**src/usb_dev_params.svh**
```systemverilog
// constants for the usb device state control block
`ifndef USB_DEV_PARAMS_SVH
`define USB_DEV_PARAMS_SVH
`define UDSC_CLK_MHZ 20
`define UDSC_SUSPEND_IDLE_US 3000
`define UDSC_SUSPEND_IDLE_CYC (`UDSC_SUSPEND_IDLE_US * `UDSC_CLK_MHZ)
`define UDSC_ADDR_W 7
`define UDSC_NUM_EP 4
`define UDSC_EP_TYPE_W 3
`define UDSC_IRQ_W 3
`define UDSC_IRQ_SUSPEND 0
`define UDSC_IRQ_RESUME 1
`define UDSC_IRQ_BUS_RESET_END 2
`define UDSC_IRQ_MASK_RST 3'h0
`define UDSC_ADDR_RST 7'h00
`define UDSC_TXV_DIS_RST 1'b1
`endif

```
**src/usb_dev_pkg.sv**
```systemverilog
// types for the usb device state control block
package usb_dev_pkg;
  typedef enum logic [2:0] {
    ST_POWERED    = 3'h0,
    ST_DEFAULT    = 3'h1,
    ST_ADDRESS    = 3'h2,
    ST_CONFIGURED = 3'h3,
    ST_SUSPENDED  = 3'h4
  } dev_state_t;
endpackage : usb_dev_pkg

```
**src/resume_catch.sv**
```systemverilog
// asynchronous resume catcher with two-flop synchroniser
`timescale 1ns/1ps
`default_nettype none
module resume_catch (
  input wire logic clk,
  input wire logic sys_rst,
  input wire logic bus_wake,
  input wire logic clear,
  output logic resume_seen
);
  logic catch_r;
  logic sync1_r;
  logic sync2_r;

  // caught without any clock, so it works with clocks stopped
  always_ff @(posedge clk or posedge bus_wake) begin
    if (bus_wake) begin
      catch_r <= 1'b1;
    end else if (sys_rst || clear) begin
      catch_r <= 1'b0;
    end
  end

  always_ff @(posedge clk) begin
    if (sys_rst) begin
      sync1_r <= 1'b0;
      sync2_r <= 1'b0;
    end else begin
      sync1_r <= catch_r;
      sync2_r <= sync1_r;
    end
  end

  assign resume_seen = sync2_r;
endmodule : resume_catch
`default_nettype wire

```
**src/usb_device_state_control.sv**
```systemverilog
// usb device port state control: default, address, configured, suspend
`timescale 1ns/1ps
`default_nettype none
`include "usb_dev_params.svh"
module usb_device_state_control #(
  parameter int NUM_EP = `UDSC_NUM_EP,
  parameter int SUSPEND_IDLE_CYC = `UDSC_SUSPEND_IDLE_CYC
) (
  input wire logic clk,
  input wire logic sys_rst,
  input wire logic master_clock_en,
  input wire logic bus_activity,
  input wire logic bus_reset_in,
  input wire logic tok_valid,
  input wire logic [`UDSC_ADDR_W-1:0] tok_addr,
  input wire logic global_state_wr,
  input wire logic addressed_state_enable_in,
  input wire logic configured_in,
  input wire logic function_address_wr,
  input wire logic [`UDSC_ADDR_W-1:0] function_address_in,
  input wire logic function_enable_in,
  input wire logic endpoint_wr,
  input wire logic [$clog2(NUM_EP)-1:0] endpoint_sel,
  input wire logic endpoint_enable_in,
  input wire logic [`UDSC_EP_TYPE_W-1:0] endpoint_type_in,
  input wire logic irq_mask_wr,
  input wire logic [`UDSC_IRQ_W-1:0] irq_mask_in,
  input wire logic irq_clear_wr,
  input wire logic [`UDSC_IRQ_W-1:0] irq_clear_in,
  input wire logic transceiver_ctrl_wr,
  input wire logic transceiver_disable_in,
  output usb_dev_pkg::dev_state_t dev_state_r,
  output logic [`UDSC_IRQ_W-1:0] irq_status_r,
  output logic [`UDSC_IRQ_W-1:0] irq_mask_r,
  output logic irq_r,
  output logic addressed_state_enable_r,
  output logic configured_r,
  output logic [`UDSC_ADDR_W-1:0] function_address_r,
  output logic function_enable_r,
  output logic [NUM_EP-1:0] endpoint_enable_r,
  output logic [NUM_EP*`UDSC_EP_TYPE_W-1:0] endpoint_type_r,
  output logic transceiver_disable_r,
  output logic tok_accept_r
);
  import usb_dev_pkg::*;

  localparam int CNT_W = $clog2(SUSPEND_IDLE_CYC + 1);
  localparam logic [CNT_W-1:0] IDLE_LAST = CNT_W'(SUSPEND_IDLE_CYC - 1);

  logic act_s1_r;
  logic act_s2_r;
  logic rst_s1_r;
  logic rst_s2_r;
  logic rst_s3_r;
  logic [CNT_W-1:0] idle_cnt_r;
  dev_state_t back_state_r;
  dev_state_t state_nxt;
  logic [`UDSC_IRQ_W-1:0] status_nxt;
  logic [`UDSC_IRQ_W-1:0] set_evt;
  logic resume_seen;

  function automatic logic ep_hit(input logic [$clog2(NUM_EP)-1:0] sel, input int idx);
    ep_hit = (sel == idx[$clog2(NUM_EP)-1:0]);
  endfunction : ep_hit

  // writes only land while the master clock reaches the port
  wire wr_ok = master_clock_en;
  wire reset_end_evt = rst_s3_r && !rst_s2_r;
  wire idle_ready = (dev_state_r != ST_POWERED) && (dev_state_r != ST_SUSPENDED);
  wire suspend_evt = idle_ready && !act_s2_r && (idle_cnt_r == IDLE_LAST);
  wire resume_evt = (dev_state_r == ST_SUSPENDED) && resume_seen;
  wire [`UDSC_IRQ_W-1:0] clear_req = (wr_ok && irq_clear_wr) ? irq_clear_in : `UDSC_IRQ_MASK_RST;
  wire suspend_ack = clear_req[`UDSC_IRQ_SUSPEND] && irq_status_r[`UDSC_IRQ_SUSPEND];
  wire tok_hit = addressed_state_enable_r ?
                 (function_enable_r && tok_addr == function_address_r) :
                 (tok_addr == `UDSC_ADDR_RST);

  resume_catch u_resume (
    .clk(clk),
    .sys_rst(sys_rst),
    .bus_wake(bus_activity),
    .clear(dev_state_r != ST_SUSPENDED),
    .resume_seen(resume_seen)
  );

  always_comb begin
    set_evt = `UDSC_IRQ_MASK_RST;
    set_evt[`UDSC_IRQ_SUSPEND] = suspend_evt;
    set_evt[`UDSC_IRQ_RESUME] = resume_evt;
    set_evt[`UDSC_IRQ_BUS_RESET_END] = reset_end_evt;
    // a new event beats a clear in the same cycle
    status_nxt = set_evt | (irq_status_r & ~clear_req);
  end

  always_comb begin
    state_nxt = dev_state_r;
    case (dev_state_r)
      ST_POWERED: state_nxt = ST_POWERED;
      ST_DEFAULT: if (addressed_state_enable_r && function_enable_r) state_nxt = ST_ADDRESS;
      ST_ADDRESS: begin
        if (!addressed_state_enable_r) state_nxt = ST_DEFAULT;
        else if (configured_r) state_nxt = ST_CONFIGURED;
      end
      ST_CONFIGURED: if (!configured_r) state_nxt = ST_ADDRESS;
      ST_SUSPENDED: if (resume_evt) state_nxt = back_state_r;
      default: state_nxt = ST_POWERED;
    endcase
    if (suspend_ack && dev_state_r != ST_SUSPENDED) state_nxt = ST_SUSPENDED;
    if (reset_end_evt) state_nxt = ST_DEFAULT;
  end

  always_ff @(posedge clk) begin
    if (sys_rst) begin
      act_s1_r <= 1'b0;
      act_s2_r <= 1'b0;
      rst_s1_r <= 1'b0;
      rst_s2_r <= 1'b0;
      rst_s3_r <= 1'b0;
    end else begin
      act_s1_r <= bus_activity;
      act_s2_r <= act_s1_r;
      rst_s1_r <= bus_reset_in;
      rst_s2_r <= rst_s1_r;
      rst_s3_r <= rst_s2_r;
    end
  end

  // counter holds one past IDLE_LAST so the flag is raised once per idle span
  always_ff @(posedge clk) begin
    if (sys_rst || act_s2_r || !idle_ready) begin
      idle_cnt_r <= '0;
    end else if (idle_cnt_r != IDLE_LAST + CNT_W'(1)) begin
      idle_cnt_r <= idle_cnt_r + CNT_W'(1);
    end
  end

  always_ff @(posedge clk) begin
    if (sys_rst) begin
      dev_state_r <= ST_POWERED;
      back_state_r <= ST_DEFAULT;
      irq_status_r <= `UDSC_IRQ_MASK_RST;
      irq_r <= 1'b0;
      tok_accept_r <= 1'b0;
    end else begin
      dev_state_r <= state_nxt;
      if (suspend_ack && dev_state_r != ST_SUSPENDED) back_state_r <= dev_state_r;
      irq_status_r <= status_nxt;
      // bus reset end is not maskable
      irq_r <= |(irq_status_r & irq_mask_r) || irq_status_r[`UDSC_IRQ_BUS_RESET_END];
      tok_accept_r <= tok_valid && tok_hit && (dev_state_r != ST_POWERED);
    end
  end

  always_ff @(posedge clk) begin
    if (sys_rst || reset_end_evt) begin
      irq_mask_r <= `UDSC_IRQ_MASK_RST;
      addressed_state_enable_r <= 1'b0;
      configured_r <= 1'b0;
      function_address_r <= `UDSC_ADDR_RST;
      function_enable_r <= 1'b0;
    end else if (wr_ok) begin
      if (irq_mask_wr) irq_mask_r <= irq_mask_in;
      if (global_state_wr) begin
        addressed_state_enable_r <= addressed_state_enable_in;
        configured_r <= configured_in;
      end
      if (function_address_wr) begin
        function_address_r <= function_address_in;
        function_enable_r <= function_enable_in;
      end
    end
  end

  // software may keep the transceiver off through a bus reset
  always_ff @(posedge clk) begin
    if (sys_rst) begin
      transceiver_disable_r <= `UDSC_TXV_DIS_RST;
    end else if (wr_ok && transceiver_ctrl_wr) begin
      transceiver_disable_r <= transceiver_disable_in;
    end
  end

  genvar gi;
  generate
    for (gi = 0; gi < NUM_EP; gi++) begin : g_ep
      always_ff @(posedge clk) begin
        if (sys_rst || reset_end_evt) begin
          endpoint_enable_r[gi] <= 1'b0;
          endpoint_type_r[gi*`UDSC_EP_TYPE_W +: `UDSC_EP_TYPE_W] <= '0;
        end else if (wr_ok && endpoint_wr && ep_hit(endpoint_sel, gi)) begin
          endpoint_enable_r[gi] <= endpoint_enable_in;
          endpoint_type_r[gi*`UDSC_EP_TYPE_W +: `UDSC_EP_TYPE_W] <= endpoint_type_in;
        end
      end
    end
  endgenerate
endmodule : usb_device_state_control
`default_nettype wire

```
**config.mk**
```make
export PLATFORM = sky130hd
export DESIGN_NAME = usb_device_state_control
export DESIGN_NICKNAME = d
export VERILOG_FILES = /design/src/usb_dev_pkg.sv /design/src/resume_catch.sv /design/src/usb_device_state_control.sv
export VERILOG_INCLUDE_DIRS = /design/src
export SDC_FILE = /design/constraint.sdc
export NUM_CORES = 1
export LEC_CHECK = 0
export ABC_CLOCK_PERIOD_IN_PS = 2700
export BUFFER_PORTS_ARGS = -buffer_cell sky130_fd_sc_hd__buf_4
export CAP_MARGIN = 20
export CORE_MARGIN = 3
export CORE_UTILIZATION = 51
export DETAILED_ROUTE_END_ITERATION = 10
export PLACE_DENSITY = 0.79
export SYNTH_ARGS = -nofsm -noshare
export SYNTH_HDL_FRONTEND = slang
export SYNTH_HIERARCHICAL = 1
export SYNTH_SLANG_ARGS = --single-unit
```
**constraint.sdc**
```tcl
create_clock -name clk -period 2.7 [get_ports clk]
set_clock_uncertainty 0.15 [all_clocks]
set_input_delay 0.135 -clock clk [delete_from_list [all_inputs] [get_ports clk]]
set_output_delay 0.135 -clock clk [all_outputs]
set_load 0.02 [all_outputs]
```
Yosys cells after proc, flatten, opt, wreduce, memory -nomap -nowiden
Index checks and enable logic that the tools add are counted.

Add/sub/neg operators: 1. Equal/unequal tests: 23. Multiplexer cells: 10. Bitwise gates (word level): 4. Reductions and logical operators: 38.

Operator list (number): 3-bit two-way mux (7); 1-bit logical AND (18); 16-bit by 1-bit adder with 16-bit output (second input constant) (1); 16-bit equality test (second input constant) (1); 16-bit inequality test (second input constant) (1); 3-bit inequality test (second input constant) (4); 4-bit inequality test (second input constant) (3); 3-bit one-hot mux with 4 select lines (1); 4-bit AND reduction (3); 7-bit equality test (1); 7-bit zero test (1); 3-bit bitwise AND (2); 3-bit by 2-bit equality test with 1-bit output (second input constant) (2); 2-bit inequality test (second input constant) (3); 2-bit AND reduction (3); 3-bit OR reduction (2); 1-bit logical OR (5); 5-bit inequality test (second input constant) (1); 2-bit equality test (second input constant) (2); 4-bit by 3-bit inequality test with 1-bit output (second input constant) (1); 3-bit by 1-bit equality test with 1-bit output (second input constant) (1); 3-bit equality test (second input constant) (1); 1-bit zero test (3); 3-bit by 2-bit inequality test with 1-bit output (second input constant) (1); 7 further kinds (8).

Flip-flop bits (word level): 65. Input port bits: 42. Output and inout bits: 38. Word-level logic and storage cells: 106.

Depth between registers and ports, before layout
Gate-level depths: netlist (run 1).

Depth after elaboration: 6. Mapped depth: 6. Depth with buffers taken out: 6.

Modules after synthesis
Netlist (run 1), hierarchy kept.

By module, submodules not included: usb_device_state_control (instances 1, cells each 302, area an instance 2642.5 sq um, sequential area each 1241.2 sq um); resume_catch (instances 1, cells each 7, area an instance 95.1 sq um, sequential area each 66.3 sq um).

Worst setup path after synthesis (run 1)
No wires, ideal clock.

Kind: reg-to-reg. Start: reg idle_cnt_r[0]. End: reg idle_cnt_r[1]. Library setup time: 0.128 ns. Data arrival time: 1.676 ns. Required time: 2.422 ns. Path slack: 0.747 ns. Stages on the path, launching flop included: 7. Buffers on the path: 0. Period minus slack after synthesis: 1.953 ns. Cell sequence: dfxtp_1 inv_1 ha_1 or4b_1 or4_4 mux2i_1 nor2_1.

Cells in the longest elaborated chain, start to end: 1. Elaborated cells on any way between the ends: 2. Classes of those cells: 1 x add/sub; 1 x eq/ne.

RTL lines: from (decl) (line usb_device_state_control.sv:55) `logic [CNT_W-1:0] idle_cnt_r;`; from (signal assigned) (line usb_device_state_control.sv:133) `idle_cnt_r <= idle_cnt_r + CNT_W'(1);`; 16-bit by 1-bit adder with 16-bit output / 16-bit inequality test (equally long branches) (line usb_device_state_control.sv:133, usb_device_state_control.sv:132).

Parallel ways exist; a longest one is shown, timed or not. A chain may end at the register's enable or synchronous reset.

Worst setup path in the final report (run 1)
Start: reg dev_state_r[0]. End: reg idle_cnt_r[15].

Cells in the longest elaborated chain, start to end: 4. Elaborated cells on any way between the ends: 5. Classes of those cells: 1 x eq/ne; 4 x reduce/logical.

RTL lines: from (decl) (line usb_device_state_control.sv:32) `output usb_dev_pkg::dev_state_t dev_state_r,`; from (signal assigned) (line usb_device_state_control.sv:145) `dev_state_r <= state_nxt;`; 3-bit inequality test / 3-bit nonzero test (equally long branches) (line usb_device_state_control.sv:69) `wire idle_ready = (dev_state_r != ST_POWERED) && (dev_state_r != ST_SUSPENDED);`; 1-bit logical AND * (line usb_device_state_control.sv:69); 1-bit zero test * (line usb_device_state_control.sv:130) `if (sys_rst || act_s2_r || !idle_ready) begin`; 1-bit logical OR * (line usb_device_state_control.sv:130).

Every way passes the cells marked *; elsewhere a longest branch is shown, timed or not.

==> results of run 1 <==
-- timing repair --
action | 4_1_cts | 5_1_grt
hold buffers | 49 | 0
hold endpoints to repair | 46 | 0
setup endpoints to repair | 0 | 0
-- report_power, final --
part	internal [mW]	switching, mW
logic	0.135	0.121
registers	0.980	0.0231
clock network	0.326	0.392
-- layer usage --
metal,vias up,share of wire (%),wire [um],GRT usage [%]
li1,1324,-,-,-
met1,1306,37,3050,28.7
met2,136,52,4240,47.6
met3,33,7.2,593,8.28
met4,0,3.6,295,14.3
met5,-,0,0,0
-- layout make-up --
class | instances | area, um^2
clock inverter | 6 | 35.0
fill | 323 | 1120
inverter | 11 | 41.3
tap | 70 | 87.6
timing repair buffer | 129 | 1090
clock buffer | 10 | 128
sequential | 65 | 1310
multi-input combinational | 218 | 1330
-- stage by stage --
stage               hold WS, ps  setup slack (ps)
floorplan                  -125               747
global placement          -1.53               661
detailed placement         1.12               603
CTS                        85.6               576
global route                110               397
finish                     84.1               525
-- kinds of logic after synthesis --
| group | synth area share (%) |
|---|---|
| buffers and inverters | 3.61 |
| AO/OA/AOI/OAI | 8.18 |
| adder cells (fa/ha/maj) | 0.914 |
| flip-flops | 47.8 |
| XOR/XNOR | 6.08 |
| AND/OR/NAND/NOR | 26.8 |
| multiplexers | 6.63 |
-- Yosys cell counts (all sizes together), types with 4 or more instances --
cell / n
or3: 4
nor2b: 8
nand4: 7
nand2: 30
inv: 11
clkbuf: 13
a21oi: 22
nor4: 7
nor3b: 4
nand3: 22
nor2: 38
xor2: 4
mux2i: 17
xnor2: 15
dfxtp: 64
nor3: 8
-- critical path: cells and delay by family (launching register included) --
family	cells	cell delay (ps)
flip-flops	1	560
AND/OR/NAND/NOR	4	1400
-- flip-flops by register name (all words and copies together), names as in the netlist, 3 cells and up --
| name | count |
|---|---|
| idle_cnt_r | 16 |
| endpoint_type_r | 12 |
| function_address_r | 7 |
| endpoint_enable_r | 4 |
| back_state_r | 3 |
| dev_state_r | 3 |
| irq_mask_r | 3 |
| irq_status_r | 3 |
-- worst max-delay path by stage --
stage | to | slack, ps
after detailed placement | idle_cnt_r[15]$_SDFFE_PP0P_ | 600
after global placement | idle_cnt_r[15]$_SDFFE_PP0P_ | 660
final | idle_cnt_r[15]$_SDFFE_PP0P_ | 530
after CTS | addressed_state_enable_r$_SDFFE_PP0P_ | 580
after floorplan | idle_cnt_r[1]$_SDFFE_PP0P_ | 750
after global routing | idle_cnt_r[15]$_SDFFE_PP0P_ | 400
==> results.json, run 1 <==
{
  "run_status": "finished, final reports clean",
  "ys.flop_type": "sky130_fd_sc_hd__dfxtp_1",
  "ant_nets": 0,
  "row_count": 26,
  "max_slew_margin_pct": 52.0,
  "synthesis.yosys.warnings": 6,
  "layout.core_utilization_pct": 78.2,
  "globalRouteOverflowTotal": 0,
  "clock_sink_count": 65,
  "worstHoldStart": "tok_addr[6]",
  "synth_area_per_cell_um2": 8.86,
  "post-route-drc-count": 0,
  "hpwlAfterDp_um": 4570,
  "num_vias": 2799,
  "finalPower_mw": 1.98,
  "instances_no_fill": 509,
  "layout_worst_path_cycle_share_pct": 80.6,
  "synth_edf_count": 0,
  "worstSetupEndpointType": "register",
  "drive_gt1_share_pct": 23.0,
  "syn2layout_area_growth_pct": 46.9,
  "totalWireLength_um": 8180,
  "area_enclosed_by_the_die_boundary_um2": 6280,
  "most-common-layout-cells": "80 x sky130_fd_sc_hd__buf_4, 64 x sky130_fd_sc_hd__dfxtp_1, 49 x sky130_fd_sc_hd__dlygate4sd3_1",
  "largest_net_degree_at_the_start_of_global_routing": 27,
  "hold_class": "input pin to register",
  "timing_max_transition_violations_final": 0,
  "finish.net_count": 478,
  "final-setup-viol-count": 0,
  "critical_path_peak_fanout": 15,
  "cts.path.max_buffers": 2,
  "fp.dieW_um": 79.3,
  "clock.fmax_mhz": 460,
  "numPortBuffers": 79,
  "wire_length_of_the_first_global_routing_pass_um": 13000,
  "worst-slew-pin-transition_ps": 715,
  "clk-insertion-delay-late_ps": 350,
  "io_pins": 80,
  "worst_r2r_endpoint": "idle_cnt_r[15]$_SDFFE_PP0P_",
  "critical-path-max-stage-delay_ps": 570,
  "seq_area_frac_synth_pct": 47.8,
  "mappedNetlistArea_um2": 2740,
  "number_of_buffers_inserted_during_clock_tree_synthesis": 9,
  "final_cell_area_um2": 4020,
  "timing.setup.critical_path_class": "register to register",
  "detailedRoute.firstIterationViolations": 178,
  "drtPass1Iterations": 5,
  "synth_async_sr_flop_share_pct": 1.54,
  "first_global_vias": 2828,
  "crit_chain": "nor2_1, or3_1, or4_1, nand2_1",
  "synth_top_cell_by_area": "sky130_fd_sc_hd__dfxtp_1",
  "synth_nets": 353,
  "clock_tree_from_tritoncts": "done",
  "powerDensity_nw_per_um2": 492,
  "cts.htree.levels": 3,
  "required_ps": 2840,
  "drv.max_cap_violation_count": 0,
  "cts_resized": 0,
  "crit-reg2reg-launch": "dev_state_r[0]$_SDFFE_PP0P_",
  "worst_setup_hold_path_clk_slew_ps": 80,
  "hold_depth": 5,
  "post_dp_cell_area_um2": 3370,
  "slack_of_the_worst_reg_to_reg_path_ps": 530,
  "layout.cells.most_common": "sky130_fd_sc_hd__buf_4",
  "number_of_standard_cells_after_synthesis": 309,
  "viasPerCell": 5.50,
  "synth_top_area_share_pct": 46.8,
  "finalSetupTns_ps": 0,
  "number_of_synthesized_register_bits": 65,
  "rsz0062_at_grt": "false",
  "rr_worst_depth": 4,
  "power.static_leakage_nw": 1.65,
  "slowest_stage": "sky130_fd_sc_hd__or3_1",
  "grt_util_all_layers_pct": 27.0,
  "hold_viol": 0,
  "final_weighted_congestion_in_routability_driven_placement": 0.856,
  "post_synth_main_area_contributors": "sky130_fd_sc_hd__dfxtp_1 47%, sky130_fd_sc_hd__mux2i_1 6.2%, sky130_fd_sc_hd__nor2_1 5.2%",
  "worst_ep_arrival_time_ps": 2320,
  "fp.dieH_um": 79.3,
  "cts_post_setup_buffers_inserted": 0,
  "initial_core_util_pct": 53.3,
  "avgRoutedWirePerCell_um": 16.1,
  "vdd_drop_max_v": 0.000407,
  "initial_antenna_violation_count": 0,
  "antenna-diode-count": 0,
  "design.core.area_um2": 5140,
  "placed_cells_incl_taps": 444,
  "ctsRootBufferMaster": "sky130_fd_sc_hd__clkbuf_8",
  "critPathLaunch": "dev_state_r[0]$_SDFFE_PP0P_",
  "synth.distinct_cells": 47,
  "worst_setup_path_start_kind": "register",
  "worst_hold_path.endpoint": "tok_accept_r$_SDFF_PP0_",
  "period_minus_slack_ps": 2170
}
Power figures use the tool's default switching activity.
==> inputs of run 2 (changes only) <==
ABC_AREA = 1   (was unset)
ABC_CLOCK_PERIOD_IN_PS = 2000   (was 2700)
CORE_UTILIZATION = 46   (was 51)
PLACE_DENSITY = 0.75   (was 0.79)
clock period = 2 ns   (was 2.7 ns; I/O delays follow)
==> results.json, run 2 <==
{
  "run_status": "finished, final reports clean",
  "mappedNetlistArea_um2": 2830,
  "slowest_stage": "sky130_fd_sc_hd__dlygate4sd3_1",
  "worst_slack_setup_final_ps": 58.0,
  "cts.path.max_buffers": 2,
  "antenna-diode-count": 0,
  "ant_nets": 0,
  "worstHoldStart": "master_clock_en",
  "slack_of_the_worst_reg_to_reg_path_ps": 200,
  "rr_worst_depth": 7,
  "powerDensity_nw_per_um2": 660,
  "period_minus_slack_ps": 1940,
  "synth_edf_count": 0,
  "hpwlAfterDp_um": 5150,
  "first_global_vias": 2940,
  "synth_nets": 438,
  "synth_top_area_share_pct": 45.3,
  "cts_resized": 0,
  "synth.distinct_cells": 32,
  "worst_setup_hold_path_clk_slew_ps": 70,
  "num_vias": 2960,
  "detailedRoute.firstIterationViolations": 188,
  "ctsRootBufferMaster": "sky130_fd_sc_hd__clkbuf_8",
  "worst_ep_arrival_time_ps": 2010,
  "worst_setup_path_start_kind": "input pin",
  "vdd_drop_max_v": 0.000462,
  "clock_sink_count": 65,
  "wire_length_of_the_first_global_routing_pass_um": 12500,
  "crit-reg2reg-launch": "function_enable_r$_SDFFE_PP0P_",
  "drive_gt1_share_pct": 22.8,
  "required_ps": 2070,
  "final-setup-viol-count": 0,
  "synth_top_cell_by_area": "sky130_fd_sc_hd__dfxtp_1",
  "path_common_cell": "sky130_fd_sc_hd__dlygate4sd3_1",
  "layout.core_utilization_pct": 70.3,
  "worst_hold_path.endpoint": "addressed_state_enable_r$_SDFFE_PP0P_",
  "largest_registers": "idle_cnt_r x16, endpoint_type_r x12, function_address_r x7",
  "multi_input_area_um2": 1290,
  "grt_util_all_layers_pct": 21.3,
  "max_slew_margin_pct": 74.2,
  "crit_chain": "dlygate4sd3_1, buf_4, nand3_1, dlygate4sd3_1, nand3_1, dlygate4sd3_1",
  "numPortBuffers": 79,
  "syn2layout_area_growth_pct": 42.7,
  "most-common-layout-cells": "79 x sky130_fd_sc_hd__buf_4, 74 x sky130_fd_sc_hd__nand2_1, 64 x sky130_fd_sc_hd__nor2_1, 64 x sky130_fd_sc_hd__dfxtp_1, 50 x sky130_fd_sc_hd__inv_1",
  "synth_async_sr_flop_share_pct": 1.54,
  "critical_path_peak_fanout": 1,
  "totalWireLength_um": 7470,
  "largest_register_ff_count": 16,
  "initial_core_util_pct": 49.3,
  "number_of_standard_cells_after_synthesis": 394,
  "post_synth_main_area_contributors": "sky130_fd_sc_hd__dfxtp_1 45%, sky130_fd_sc_hd__nand2_1 9.8%, sky130_fd_sc_hd__nor2_1 8.5%",
  "worst-slew-pin-transition_ps": 386,
  "groute.layer.met2.usage_pct": 38.2,
  "clock_tree_from_tritoncts": "done",
  "power.static_leakage_nw": 1.76,
  "seq_area_frac_synth_pct": 46.2,
  "final_weighted_congestion_in_routability_driven_placement": 0.829,
  "cts.htree.levels": 3,
  "drv.max_cap_violation_count": 0,
  "hold_viol": 0,
  "finish.net_count": 560,
  "avgRoutedWirePerCell_um": 12.6,
  "synthesis.yosys.warnings": 6,
  "filler_cell_count": 482,
  "worstSetupEndpointType": "register",
  "synth.most_common_cell": "sky130_fd_sc_hd__nand2_1",
  "cts_post_setup_buffers_inserted": 0,
  "drtPass1Iterations": 4,
  "worst_r2r_endpoint": "tok_accept_r$_SDFF_PP0_",
  "layout.cells.most_common": "sky130_fd_sc_hd__buf_4",
  "grt_met3_usage_pct": 5.89,
  "synth_area_per_cell_um2": 7.18,
  "io_pins": 80,
  "timing.setup.critical_path_class": "input pin to register",
  "hold_depth": 3,
  "largest_net_degree_at_the_start_of_global_routing": 24,
  "hold_class": "input pin to register",
  "clock.fmax_mhz": 515,
  "synth_common_cells": "74 x sky130_fd_sc_hd__nand2_1, 64 x sky130_fd_sc_hd__dfxtp_1, 64 x sky130_fd_sc_hd__nor2_1, 50 x sky130_fd_sc_hd__inv_1, 34 x sky130_fd_sc_hd__a21oi_1",
  "seq_cell_area_um2": 1310,
  "number_of_buffers_inserted_during_clock_tree_synthesis": 9,
  "fp.dieW_um": 84.4,
  "globalRouteMet1Util_pct": 24.2,
  "post-route-drc-count": 0,
  "grt_most_used_layer": "met2",
  "area_enclosed_by_the_die_boundary_um2": 7130,
  "timing_max_transition_violations_final": 0,
  "number_of_synthesized_register_bits": 65,
  "regMostFlops": "idle_cnt_r",
  "finalSetupTns_ps": 0,
  "row_count": 27,
  "viasPerCell": 4.99,
  "layout_worst_path_cycle_share_pct": 97.1,
  "design.core.area_um2": 5740,
  "ys.flop_type": "sky130_fd_sc_hd__dfxtp_1",
  "initial_antenna_violation_count": 0,
  "cts-hold-fix-buffers": 38,
  "place_worst_setup_slack_ps": 373,
  "globalRouteOverflowTotal": 0,
  "critical-path-max-stage-delay_ps": 560,
  "clk-insertion-delay-late_ps": 330,
  "fp.dieH_um": 84.4,
  "rsz0062_at_grt": "false"
}
-- run 2: changes by cell type after synthesis, moves of 6 or more --
cell	change
sky130_fd_sc_hd__clkbuf_1	-12
sky130_fd_sc_hd__nand2_1	+44
sky130_fd_sc_hd__o21ai_0	+27
sky130_fd_sc_hd__nand2_2	+7
sky130_fd_sc_hd__nor4_1	-6
sky130_fd_sc_hd__nor2_1	+26
sky130_fd_sc_hd__nor3_2	+7
sky130_fd_sc_hd__inv_1	+39
sky130_fd_sc_hd__nor2b_1	-8
sky130_fd_sc_hd__mux2i_1	-17
sky130_fd_sc_hd__a21oi_1	+12
sky130_fd_sc_hd__xnor2_1	-14
-- run 2: kinds of logic after synthesis --
logic type,share of synthesized area (%)
AO/OA/AOI/OAI,13.0
flip-flops,46.2
XOR/XNOR,0.310
buffers and inverters,8.23
AND/OR/NAND/NOR,31.4
adder cells (fa/ha/maj),0.884
-- run 2: worst max-delay path by stage --
stage | start | end | slack [ps]
floorplan | dev_state_r[0]$_SDFFE_PP0P_ | dev_state_r[0]$_SDFFE_PP0P_ | 590
global placement | dev_state_r[1]$_SDFFE_PP0P_ | idle_cnt_r[8]$_SDFFE_PP0P_ | 440
detailed placement | dev_state_r[1]$_SDFFE_PP0P_ | idle_cnt_r[6]$_SDFFE_PP0P_ | 370
CTS | transceiver_disable_in | transceiver_disable_r$_SDFFE_PP1P_ | 110
global route | transceiver_disable_in | transceiver_disable_r$_SDFFE_PP1P_ | 6
finish | transceiver_disable_in | transceiver_disable_r$_SDFFE_PP1P_ | 60
-- run 2: where the power goes --
group	switching [mW]	internal, mW
Clock	0.482	0.484
Combinational	0.173	0.172
Sequential	0.0244	1.33
Total	0.680	1.99
-- run 2: worst max-delay path: cells and delay by family --
kind,cells,cell delay (ps)
buffers and inverters,4,1780
and+or+nand+nor,2,130
-- run 2: layout make-up --
type | instances | share of cell area, %
tap | 72 | 2.23
clock inverter | 4 | 0.713
multi-input combinational | 269 | 31.9
clock buffer | 12 | 3.60
timing repair buffer | 117 | 24.1
sequential | 65 | 32.4
inverter | 54 | 5.02
-- run 2: layer usage --
metal  share of wire (%)  routed length [um]
met3                 5.8                 433
met2                  50                3750
met1                  43                3220
met4                0.79                  59
met5                   0                   0
-- run 2: metrics by stage --
| step | cells | hold slack, ps | cell area, um^2 | power (mW) |
|---|---|---|---|---|
| 6_report | 593 | 10.0 | 4040 | 2.67 |
| 5_1_grt | 593 | 33.2 | 4040 | 2.79 |
| 4_1_cts | 593 | 3.16 | 4040 | 2.68 |
| 3_5_place_dp | 539 | -28.6 | 3480 | 1.67 |
| 3_3_place_gp | 539 | -33.6 | 3480 | 1.66 |
| 2_1_floorplan | 394 | -160 | 2830 | 1.52 |
